[src/logic/cse_pkg.sv]
// Shared constants and types for the compare/shift/store execution slice
package cse_pkg;
    // ***************************************************************
    // Instruction fields
    // ***************************************************************
    localparam int INSTR_W     = 32;
    localparam int OPC11_HI    = 31;
    localparam int OPC11_LO    = 21;
    localparam int MAJOR_HI    = 31;
    localparam int MAJOR_LO    = 26;
    localparam int RD_HI       = 25;
    localparam int RD_LO       = 21;
    localparam int IMM_HI      = 15;
    localparam int SHTYPE_HI   = 7;
    localparam int SHTYPE_LO   = 6;
    localparam int FUNC_HI     = 3;
    localparam int SHIMM_HI    = 5;
    localparam int OFFLO_HI    = 10;
    localparam int IMM_W       = 16;
    localparam int SHAMT_W     = 6;
    localparam int SHTYPE_W    = 2;
    localparam int REGIDX_W    = 5;

    // ***************************************************************
    // Opcodes
    // ***************************************************************
    localparam logic [10:0] OPC_LEUI = 11'h5e5;
    localparam logic [10:0] OPC_LTS  = 11'h72c;
    localparam logic [10:0] OPC_LTU  = 11'h724;
    localparam logic [10:0] OPC_LTSI = 11'h5ec;
    localparam logic [10:0] OPC_LTUI = 11'h5e4;
    localparam logic [10:0] OPC_NE   = 11'h721;
    localparam logic [10:0] OPC_NEI  = 11'h5e1;
    localparam logic [5:0]  MAJ_SHREG = 6'h38;
    localparam logic [5:0]  MAJ_SHIMM = 6'h2e;
    localparam logic [5:0]  MAJ_STH   = 6'h37;
    localparam logic [3:0]  FUNC_SH   = 4'h8;
    localparam logic [1:0]  SHT_SLL   = 2'h0;
    localparam logic [1:0]  SHT_SRA   = 2'h2;

    // ***************************************************************
    // Reset values
    // ***************************************************************
    localparam logic RST_FLAG = 1'b0;

    typedef enum logic [1:0] {
        OP_NONE, OP_CMP, OP_SHIFT, OP_STORE
    } cse_op_type;
endpackage

[src/logic/cse_shifter.sv]
// Combinational left-logical / right-arithmetic barrel shifter
`timescale 1ns/1ps
module cse_shifter #(
    parameter int XLEN = 64
) (
    input  wire logic [XLEN-1:0]              shiftSrc,
    input  wire logic [cse_pkg::SHAMT_W-1:0]  shiftAmt,
    input  wire logic [cse_pkg::SHTYPE_W-1:0] shiftType,
    output logic      [XLEN-1:0]              shiftResult
);
    import cse_pkg::*;

    // A 32-bit core drops count bit 5 so counts stay below the width
    localparam int AW = (XLEN == 64) ? 6 : 5;

    logic [AW-1:0] amt;

    // ***************************************************************
    // Shift
    // ***************************************************************
    always_comb begin
        amt = shiftAmt[AW-1:0];
        case (shiftType)
            SHT_SLL: shiftResult = shiftSrc << amt;
            SHT_SRA: shiftResult =
                $unsigned($signed(shiftSrc) >>> amt);
            default: shiftResult = '0;
        endcase
    end
endmodule // cse_shifter

[src/logic/cse_exec.sv]
// Execution slice: set-flag compares, shifts and half-word store
//
// Contract
// - Unsigned less-or-equal immediate compare zero-extends the immediate and sets the flag when the source is not above it, else clears it.
// - Compares use all 64 source bits on a 64-bit core and only the low 32 bits on a 32-bit core.
// - Register less-than compares set the flag when the first is below the second, signed for 0x72c and unsigned for 0x724.
// - Immediate less-than compares set the flag when the source is below the immediate, sign-extended and signed for 0x5ec, zero-extended and unsigned for 0x5e4.
// - Register not-equal compare sets the flag when the two sources differ and clears it when they match.
// - Not-equal immediate compare sign-extends the immediate and sets the flag when the source differs from it.
// - Half-word store address is base plus sign-extended offset; the store may fault on TLB miss, page fault, bus error or alignment; only alignment is raised.
// - Half-word store writes only the low sixteen bits of the data source.
// - Register-count left shift moves the source left by the second source's count with zero fill into the destination.
// - A 32-bit core uses only the low five count bits, a 64-bit core all six.
// - Immediate left shift takes a six-bit immediate count, zero fills and writes the destination.
// - Register-count arithmetic right shift replicates the source sign into vacated high bits.
// - Immediate arithmetic right shift uses a six-bit immediate count with sign replication into the destination.
`timescale 1ns/1ps
module cse_exec #(
    parameter int XLEN = 64
) (
    input  wire logic                         ref_clk,
    input  wire logic                         reset_n,
    input  wire logic                         issueValid,
    input  wire logic [cse_pkg::INSTR_W-1:0]  instr,
    input  wire logic [XLEN-1:0]              srcA,
    input  wire logic [XLEN-1:0]              srcB,
    output logic                              flagWe_ff,
    output logic                              compareFlag_ff,
    output logic                              rdWe_ff,
    output logic      [cse_pkg::REGIDX_W-1:0] rdIndex_ff,
    output logic      [XLEN-1:0]              rdData_ff,
    output logic                              storeValid_ff,
    output logic      [XLEN-1:0]              effectiveAddress_ff,
    output logic      [cse_pkg::IMM_W-1:0]    storeData_ff,
    output logic                              alignFault_ff,
    output logic                              illegalOp_ff
);
    import cse_pkg::*;

    // ***************************************************************
    // Decode
    // ***************************************************************
    logic [10:0]             opc11;
    logic [5:0]              major;
    logic [SHTYPE_W-1:0]     shType;
    logic [IMM_W-1:0]        storeOff;
    logic [XLEN-1:0]         immSext;
    logic [XLEN-1:0]         immZext;
    logic [XLEN-1:0]         offSext;
    logic [XLEN-1:0]         eaSum;
    logic [SHAMT_W-1:0]      shAmt;
    logic [XLEN-1:0]         shResult;
    logic                    cmpResult;
    logic                    shTypeOk;
    cse_op_type              opKind;

    // Field slicing; operands are already XLEN wide, so the
    // 32/64-bit split of compares falls out of the port width
    always_comb begin
        opc11    = instr[OPC11_HI:OPC11_LO];
        major    = instr[MAJOR_HI:MAJOR_LO];
        shType   = instr[SHTYPE_HI:SHTYPE_LO];
        shTypeOk = (shType == SHT_SLL) || (shType == SHT_SRA);
        immSext  = {{(XLEN-IMM_W){instr[IMM_HI]}}, instr[IMM_HI:0]};
        immZext  = {{(XLEN-IMM_W){1'b0}}, instr[IMM_HI:0]};
        // Split offset fields joined before extension
        storeOff = {instr[RD_HI:RD_LO], instr[OFFLO_HI:0]};
        offSext  = {{(XLEN-IMM_W){storeOff[IMM_W-1]}}, storeOff};
        eaSum    = srcA + offSext;
    end

    // Compare evaluation over the full operand width
    always_comb begin
        cmpResult = 1'b0;
        opKind    = OP_NONE;
        shAmt     = '0;
        case (opc11)
            OPC_LEUI: begin
                cmpResult = srcA <= immZext;
                opKind    = OP_CMP;
            end
            OPC_LTS: begin
                cmpResult = $signed(srcA) < $signed(srcB);
                opKind    = OP_CMP;
            end
            OPC_LTU: begin
                cmpResult = srcA < srcB;
                opKind    = OP_CMP;
            end
            OPC_LTSI: begin
                cmpResult = $signed(srcA) < $signed(immSext);
                opKind    = OP_CMP;
            end
            OPC_LTUI: begin
                cmpResult = srcA < immZext;
                opKind    = OP_CMP;
            end
            OPC_NE: begin
                cmpResult = srcA != srcB;
                opKind    = OP_CMP;
            end
            OPC_NEI: begin
                cmpResult = srcA != immSext;
                opKind    = OP_CMP;
            end
            default: begin
                cmpResult = 1'b0;
            end
        endcase
        // Shifts and the store are keyed on the 6-bit major opcode
        if (major == MAJ_SHREG && instr[FUNC_HI:0] == FUNC_SH
                && shTypeOk) begin
            opKind = OP_SHIFT;
            shAmt  = srcB[SHAMT_W-1:0];
        end else if (major == MAJ_SHIMM && shTypeOk) begin
            opKind = OP_SHIFT;
            shAmt  = instr[SHIMM_HI:0];
        end else if (major == MAJ_STH) begin
            opKind = OP_STORE;
        end
    end

    cse_shifter #(
        .XLEN        (XLEN)
    ) u_shifter (
        .shiftSrc    (srcA),
        .shiftAmt    (shAmt),
        .shiftType   (shType),
        .shiftResult (shResult)
    );

    // ***************************************************************
    // Result registers
    // ***************************************************************
    logic                nxt_flagWe;
    logic                nxt_compareFlag;
    logic                nxt_rdWe;
    logic [REGIDX_W-1:0] nxt_rdIndex;
    logic [XLEN-1:0]     nxt_rdData;
    logic                nxt_storeValid;
    logic [XLEN-1:0]     nxt_effectiveAddress;
    logic [IMM_W-1:0]    nxt_storeData;
    logic                nxt_alignFault;
    logic                nxt_illegalOp;

    // Strobes last one cycle; data holds so the flag stays readable
    always_comb begin
        nxt_flagWe           = 1'b0;
        nxt_compareFlag      = compareFlag_ff;
        nxt_rdWe             = 1'b0;
        nxt_rdIndex          = rdIndex_ff;
        nxt_rdData           = rdData_ff;
        nxt_storeValid       = 1'b0;
        nxt_effectiveAddress = effectiveAddress_ff;
        nxt_storeData        = storeData_ff;
        nxt_alignFault       = 1'b0;
        nxt_illegalOp        = 1'b0;
        if (issueValid) begin
            case (opKind)
                OP_CMP: begin
                    nxt_flagWe      = 1'b1;
                    nxt_compareFlag = cmpResult;
                end
                OP_SHIFT: begin
                    nxt_rdWe    = 1'b1;
                    nxt_rdIndex = instr[RD_HI:RD_LO];
                    nxt_rdData  = shResult;
                end
                OP_STORE: begin
                    nxt_storeValid       = 1'b1;
                    nxt_effectiveAddress = eaSum;
                    nxt_storeData        = srcB[IMM_W-1:0];
                    // Only the store can fault here
                    nxt_alignFault       = eaSum[0];
                end
                default: begin
                    nxt_illegalOp = 1'b1;
                end
            endcase
        end
    end

    // Plain registering, constants only under reset
    always_ff @(posedge ref_clk or negedge reset_n) begin
        if (!reset_n) begin
            flagWe_ff           <= 1'b0;
            compareFlag_ff      <= RST_FLAG;
            rdWe_ff             <= 1'b0;
            rdIndex_ff          <= '0;
            rdData_ff           <= '0;
            storeValid_ff       <= 1'b0;
            effectiveAddress_ff <= '0;
            storeData_ff        <= '0;
            alignFault_ff       <= 1'b0;
            illegalOp_ff        <= 1'b0;
        end else begin
            flagWe_ff           <= nxt_flagWe;
            compareFlag_ff      <= nxt_compareFlag;
            rdWe_ff             <= nxt_rdWe;
            rdIndex_ff          <= nxt_rdIndex;
            rdData_ff           <= nxt_rdData;
            storeValid_ff       <= nxt_storeValid;
            effectiveAddress_ff <= nxt_effectiveAddress;
            storeData_ff        <= nxt_storeData;
            alignFault_ff       <= nxt_alignFault;
            illegalOp_ff        <= nxt_illegalOp;
        end
    end
endmodule // cse_exec

[config.mk]
export PLATFORM = sky130hd
export DESIGN_NAME = cse_exec
export DESIGN_NICKNAME = d
export VERILOG_FILES = /design/src/logic/cse_pkg.sv /design/src/logic/cse_shifter.sv /design/src/logic/cse_exec.sv
export SDC_FILE = /design/constraint.sdc
export NUM_CORES = 1
export LEC_CHECK = 0
export BUFFER_PORTS_ARGS = -buffer_cell sky130_fd_sc_hd__buf_4
export CAP_MARGIN = 20
export CELL_PAD_IN_SITES_DETAIL_PLACEMENT = 2
export CELL_PAD_IN_SITES_GLOBAL_PLACEMENT = 2
export CORE_AREA = 5 5 259 261
export DETAILED_ROUTE_END_ITERATION = 10
export DIE_AREA = 0 0 264 266
export PLACE_DENSITY = 0.91
export SLEW_MARGIN = 25
export SYNTH_ARGS = -nofsm -noshare
export SYNTH_HDL_FRONTEND = slang
export SYNTH_SLANG_ARGS = --single-unit
[constraint.sdc]
create_clock -name ref_clk -period 1 [get_ports ref_clk]
set_input_delay 0.05 -clock ref_clk [delete_from_list [all_inputs] [get_ports ref_clk]]
set_output_delay 0.05 -clock ref_clk [all_outputs]
set_load 0.02 [all_outputs]
==> impl_metrics.csv, run 1 <==
group,metric,value,unit
outcome,status,"aborted with a tool error",
outcome,flow.stopped_at,"detailed placement (3_5_place_dp)",
outcome,error,"[ERROR DPL-0033] detailed placement checks failed during check placement.",
die,fp.dieW,264,um
yosys,synth_compound_area_share,31.7,%
yosys,ys_ff_latch,155,
yosys,synth_fa_ha_area_share,11.1,%
die,die_y,266,um
yosys,synth_area_per_cell,7.45,um^2
yosys,synth.most_common_cell,"nand2_1",
yosys,synth_edf_count,0,
yosys,synth_top_area_share,17.9,%
yosys,synth_top_cell_by_area,"dfrtp_1",
yosys,ys_top_cells_by_count,"nand2_1, a21oi_1, nor2_1",
yosys,synthMuxAreaShare,11.2,%
placement,gp_congestion,1.22,
yosys,synth_top_family_by_area,"compound AO/OA/AOI/OAI gates",
placement,portBuffers,312,
yosys,syn_nets,3261,
yosys,async_reset_ff_share,100,%
yosys,netlist_instances,2906,
yosys,ys_types,102,
die,io_pins,318,
yosys,synth-xor-area-share,2.27,%
die,rows,93,
die,start_util,33.7,%
yosys,ys.flop_type,"dfrtp_1",
yosys,synthTopCellsByArea,"dfrtp_1, ha_1, mux2i_1",
yosys,yosys.area_share.simple,19.3,%
yosys,yosys_warnings,0,
yosys,ys_seq_area_share,17.9,%
placement,hpwl,188000,um
yosys,netlist_area,21600,um^2
## logic make-up after synthesis
| group | Yosys count |
|---|---|
| compound gates | 1036 |
| simple gates | 917 |
| buf+inv | 320 |
| mux | 230 |
| fa+ha+maj | 192 |
| flops | 155 |
| xor+xnor | 56 |
## per-stage QoR
step	instance area, um^2	TNS (ps)
3_3_place_gp	33600	-245170
2_1_floorplan	23300	-166230
==> run 2: changes to the inputs <==
--- a/config.mk
+++ b/config.mk
@@ -7,12 +7,10 @@
 export LEC_CHECK = 0
 export BUFFER_PORTS_ARGS = -buffer_cell sky130_fd_sc_hd__buf_4
 export CAP_MARGIN = 20
-export CELL_PAD_IN_SITES_DETAIL_PLACEMENT = 2
-export CELL_PAD_IN_SITES_GLOBAL_PLACEMENT = 2
-export CORE_AREA = 5 5 259 261
+export CORE_AREA = 5 5 335 337
 export DETAILED_ROUTE_END_ITERATION = 10
-export DIE_AREA = 0 0 264 266
-export PLACE_DENSITY = 0.91
+export DIE_AREA = 0 0 340 342
+export PLACE_DENSITY_LB_ADDON = 0.15
 export SLEW_MARGIN = 25
 export SYNTH_ARGS = -nofsm -noshare
 export SYNTH_HDL_FRONTEND = slang
==> run 2 against run 1 <==
The flow now finishes, with violations (setup timing). Area after synthesis stayed put. Synthesized cell count is the same.
==> impl_metrics.csv, run 2 <==
group,metric,value,unit
yosys,yosys_warnings,0,
grt,top_usage_layer,"met2",
worst_setup_path,worstSetupPathDepth,15,
grt,grtUsageTotal,24.8,%
worst_setup_path,crit_fanout,7,
clock_tree,clkTransAtPathRegs,90,ps
worst_setup_path,rr_worst_depth,2,
layout,final_cell_mix,"buf_4, buf_6, nand2_1",
clock_tree,clockBufferDepth,2,
die,io_pins,318,
sta,drv_slew,0,
worst_setup_path,critPathKind,"in2reg",
routing,routed_via_density,5.18,
layout,nets,4793,
worst_setup_path,critPathBufInv,5,
yosys,synth_compound_area_share,31.7,%
worst_setup_path,path_cells,"buf_8 -> nor4bb_4 -> buf_12 -> buf_12 -> a32o_4 -> buf_6 -> buf_12 -> a21oi_4 -> or3_4 -> o31ai_4 -> nand2_2 -> a21oi_4 -> a21oi_1 -> o211ai_1 -> o21a_1",
sta,fin_crit_sh,266,%
placement,hpwl,119000,um
yosys,ys_ff_latch,155,
clock_tree,h-tree-depth,4,
die,start_util,19.9,%
clock_tree,clkLatencyLatePin,530,ps
pwr,powerDensity,784,nW/um^2
yosys,synth.most_common_cell,"nand2_1",
worst_setup_path,cp-end-kind,"flop",
worst_setup_path,crit_arrival,3130,ps
pwr,ir_worst_vdd,0.790,mV
sta,fin_ws,-1660,ps
hold_path,hold_depth,5,
grt,gr-total-overflow,0,
die,core,109000,um^2
yosys,syn_nets,3261,
routing,wirelength,152000,um
worst_setup_path,slowest_stage,"o211ai_1",
yosys,ys_seq_area_share,17.9,%
layout,area_growth,104,%
yosys,ys_top_cells_by_count,"nand2_1, a21oi_1, nor2_1",
hold_path,hold_path_class,"in2reg",
layout,layout-drive-gt1-share,55.7,%
sta,rsz0062_at_grt,"yes",
layout,final_util,40.7,%
yosys,synth_fa_ha_area_share,11.1,%
yosys,synth_top_area_share,17.9,%
sta,setup_viol,288,
routing,detail_route.wl_per_cell,25.9,um
layout,design_area,44100,um^2
routing,dr.pass1.iters,5,
pwr,p_leak,0.0198,uW
grt,met2_usage,41.0,%
yosys,synth-xor-area-share,2.27,%
grt,grt_pass1_vias,30279,
die,fp.dieW,340,um
worst_setup_path,cp_top_family,"compound AO/OA/AOI/OAI gates",
yosys,ys_types,102,
outcome,violations,"setup timing",
layout,reg_top3,"effectiveAddress_ff: 64 flops, rdData_ff: 64 flops, storeData_ff: 16 flops",
grt,grt_use_met3,3.93,%
worst_setup_path,max_stage_delay,550,ps
layout,layout_commonest_cell,"buf_4",
sta,whs,51.6,ps
routing,drtIter0Drc,2477,
grt,antenna_found_initial,5,
routing,drc,0,
routing,antenna_left,0,
worst_setup_path,critical_path.most_common_cell,"buf_12",
clock_tree,clock_sinks,155,
die,rows,121,
flow_run,drv_cap,0,
yosys,synth_top_cell_by_area,"dfrtp_1",
sta,final.min_clock_period,2660,ps
routing,dr_total_vias,30381,
die,die_y,342,um
sta,hold_viol_final,0,
placement,gp_congestion,1.01,
sta,worst_slew_pin_slew,1050,ps
worst_setup_path,crit_path_start_kind,"input pin",
sta,fin_setup_tns,-184060,ps
grt,grt_use_met1,32.5,%
grt,grt_pass1_wl,214000,um
yosys,yosys.area_share.simple,19.3,%
yosys,synth_edf_count,0,
clock_tree,cts_made_buffers,17,
die,die_area,116000,um^2
yosys,synth_area_per_cell,7.45,um^2
worst_setup_path,critical_path_required,1460,ps
sta,fin_skew,0,ps
yosys,synthTopCellsByArea,"dfrtp_1, ha_1, mux2i_1",
yosys,netlist_area,21600,um^2
yosys,netlist_instances,2906,
yosys,synthMuxAreaShare,11.2,%
yosys,async_reset_ff_share,100,%
yosys,synth_top_family_by_area,"compound AO/OA/AOI/OAI gates",
yosys,ys.flop_type,"dfrtp_1",
clock_tree,cts_tree,"done",
outcome,status,"finished with violations",
placement,portBuffers,312,
sta,max_freq,375,MHz
sta,slew_headroom,29.4,%
placement,dpl_cell_area,35200,um^2
clock_tree,clock-root-buffer,"clkbuf_16",
grt,grt_max_degree,79,
[run 2: cell counts after synthesis]
Identical to the previous run, type by type.
[run 2: report_power, final]
| group | total, uW | internal, uW | switching, uW |
|---|---|---|---|
| Clock | 7370 | 3970 | 3400 |
| Combinational | 19300 | 9640 | 9640 |
| Sequential | 7940 | 7170 | 771 |
| Total | 34600 | 20800 | 13800 |
[run 2: kinds of logic (layout without fill, tap and decap cells)]
kind of cell,after synthesis,count (layout)
compound gates,1036,1036
xor+xnor,56,56
fa+ha+maj,192,192
buf+inv,320,1863
flops,155,155
mux,230,230
other cells,0,4
simple gates,917,919
[run 2: final cells by class]
cell class | instances | area, um^2
antenna | 4 | 10.0
clock buffer | 18 | 429
clock inverter | 14 | 184
fill | 10978 | 64400
inverter | 119 | 483
multi-input combinational | 2433 | 21700
sequential | 155 | 3880
tap | 1414 | 1770
timing repair buffer | 1712 | 15700
[run 2: metal layers]
metal | share of wire, % | vias to the layer above
met5 | 0 | -
met4 | 4.6 | 0
met3 | 6.2 | 303
met2 | 46 | 1165
met1 | 43 | 14830
li1 | - | 14083
[run 2: stage by stage]
step | cells | total power [uW] | setup WS (ps)
2_1_floorplan | 2906 | 14500 | -1990
3_3_place_gp | 5568 | 23500 | -2850
3_5_place_dp | 5568 | 23400 | -2900
4_1_cts | 5795 | 33900 | -1590
5_1_grt | 5867 | 36300 | -1710
6_report | 5869 | 34600 | -1660
[run 2: tightest hold or removal path: stages]
cell     delay [ps]
buf_4           140
buf_4           120
inv_1            80
buf_4           110
o21ai_1          50
[run 2: worst paths after layout]
kind / start / endpoint / slack [ps]
min in group asynchronous: reset_n / effectiveAddress_ff[51] / 100
max in group asynchronous: reset_n / effectiveAddress_ff[26] / 210
hold reg to reg: storeData_ff[0] / storeData_ff[0] / 500
setup / recovery: instr[27] / rdData_ff[49] / -1660
setup reg to reg: rdData_ff[23] / rdData_ff[23] / 20
hold / removal: srcB[1] / storeData_ff[1] / 50
[run 2: timing repair]
item | CTS | global route
pin swaps | 255 | 230
buffers inserted | 181 | 106
hold buffers | 22 | 0
gates resized for setup | 868 | 400
endpoints found under the setup margin | 309 | 300
endpoints found under the hold margin | 176 | 0
cloned | 18 | 4
Power figures use the tool's default switching activity.
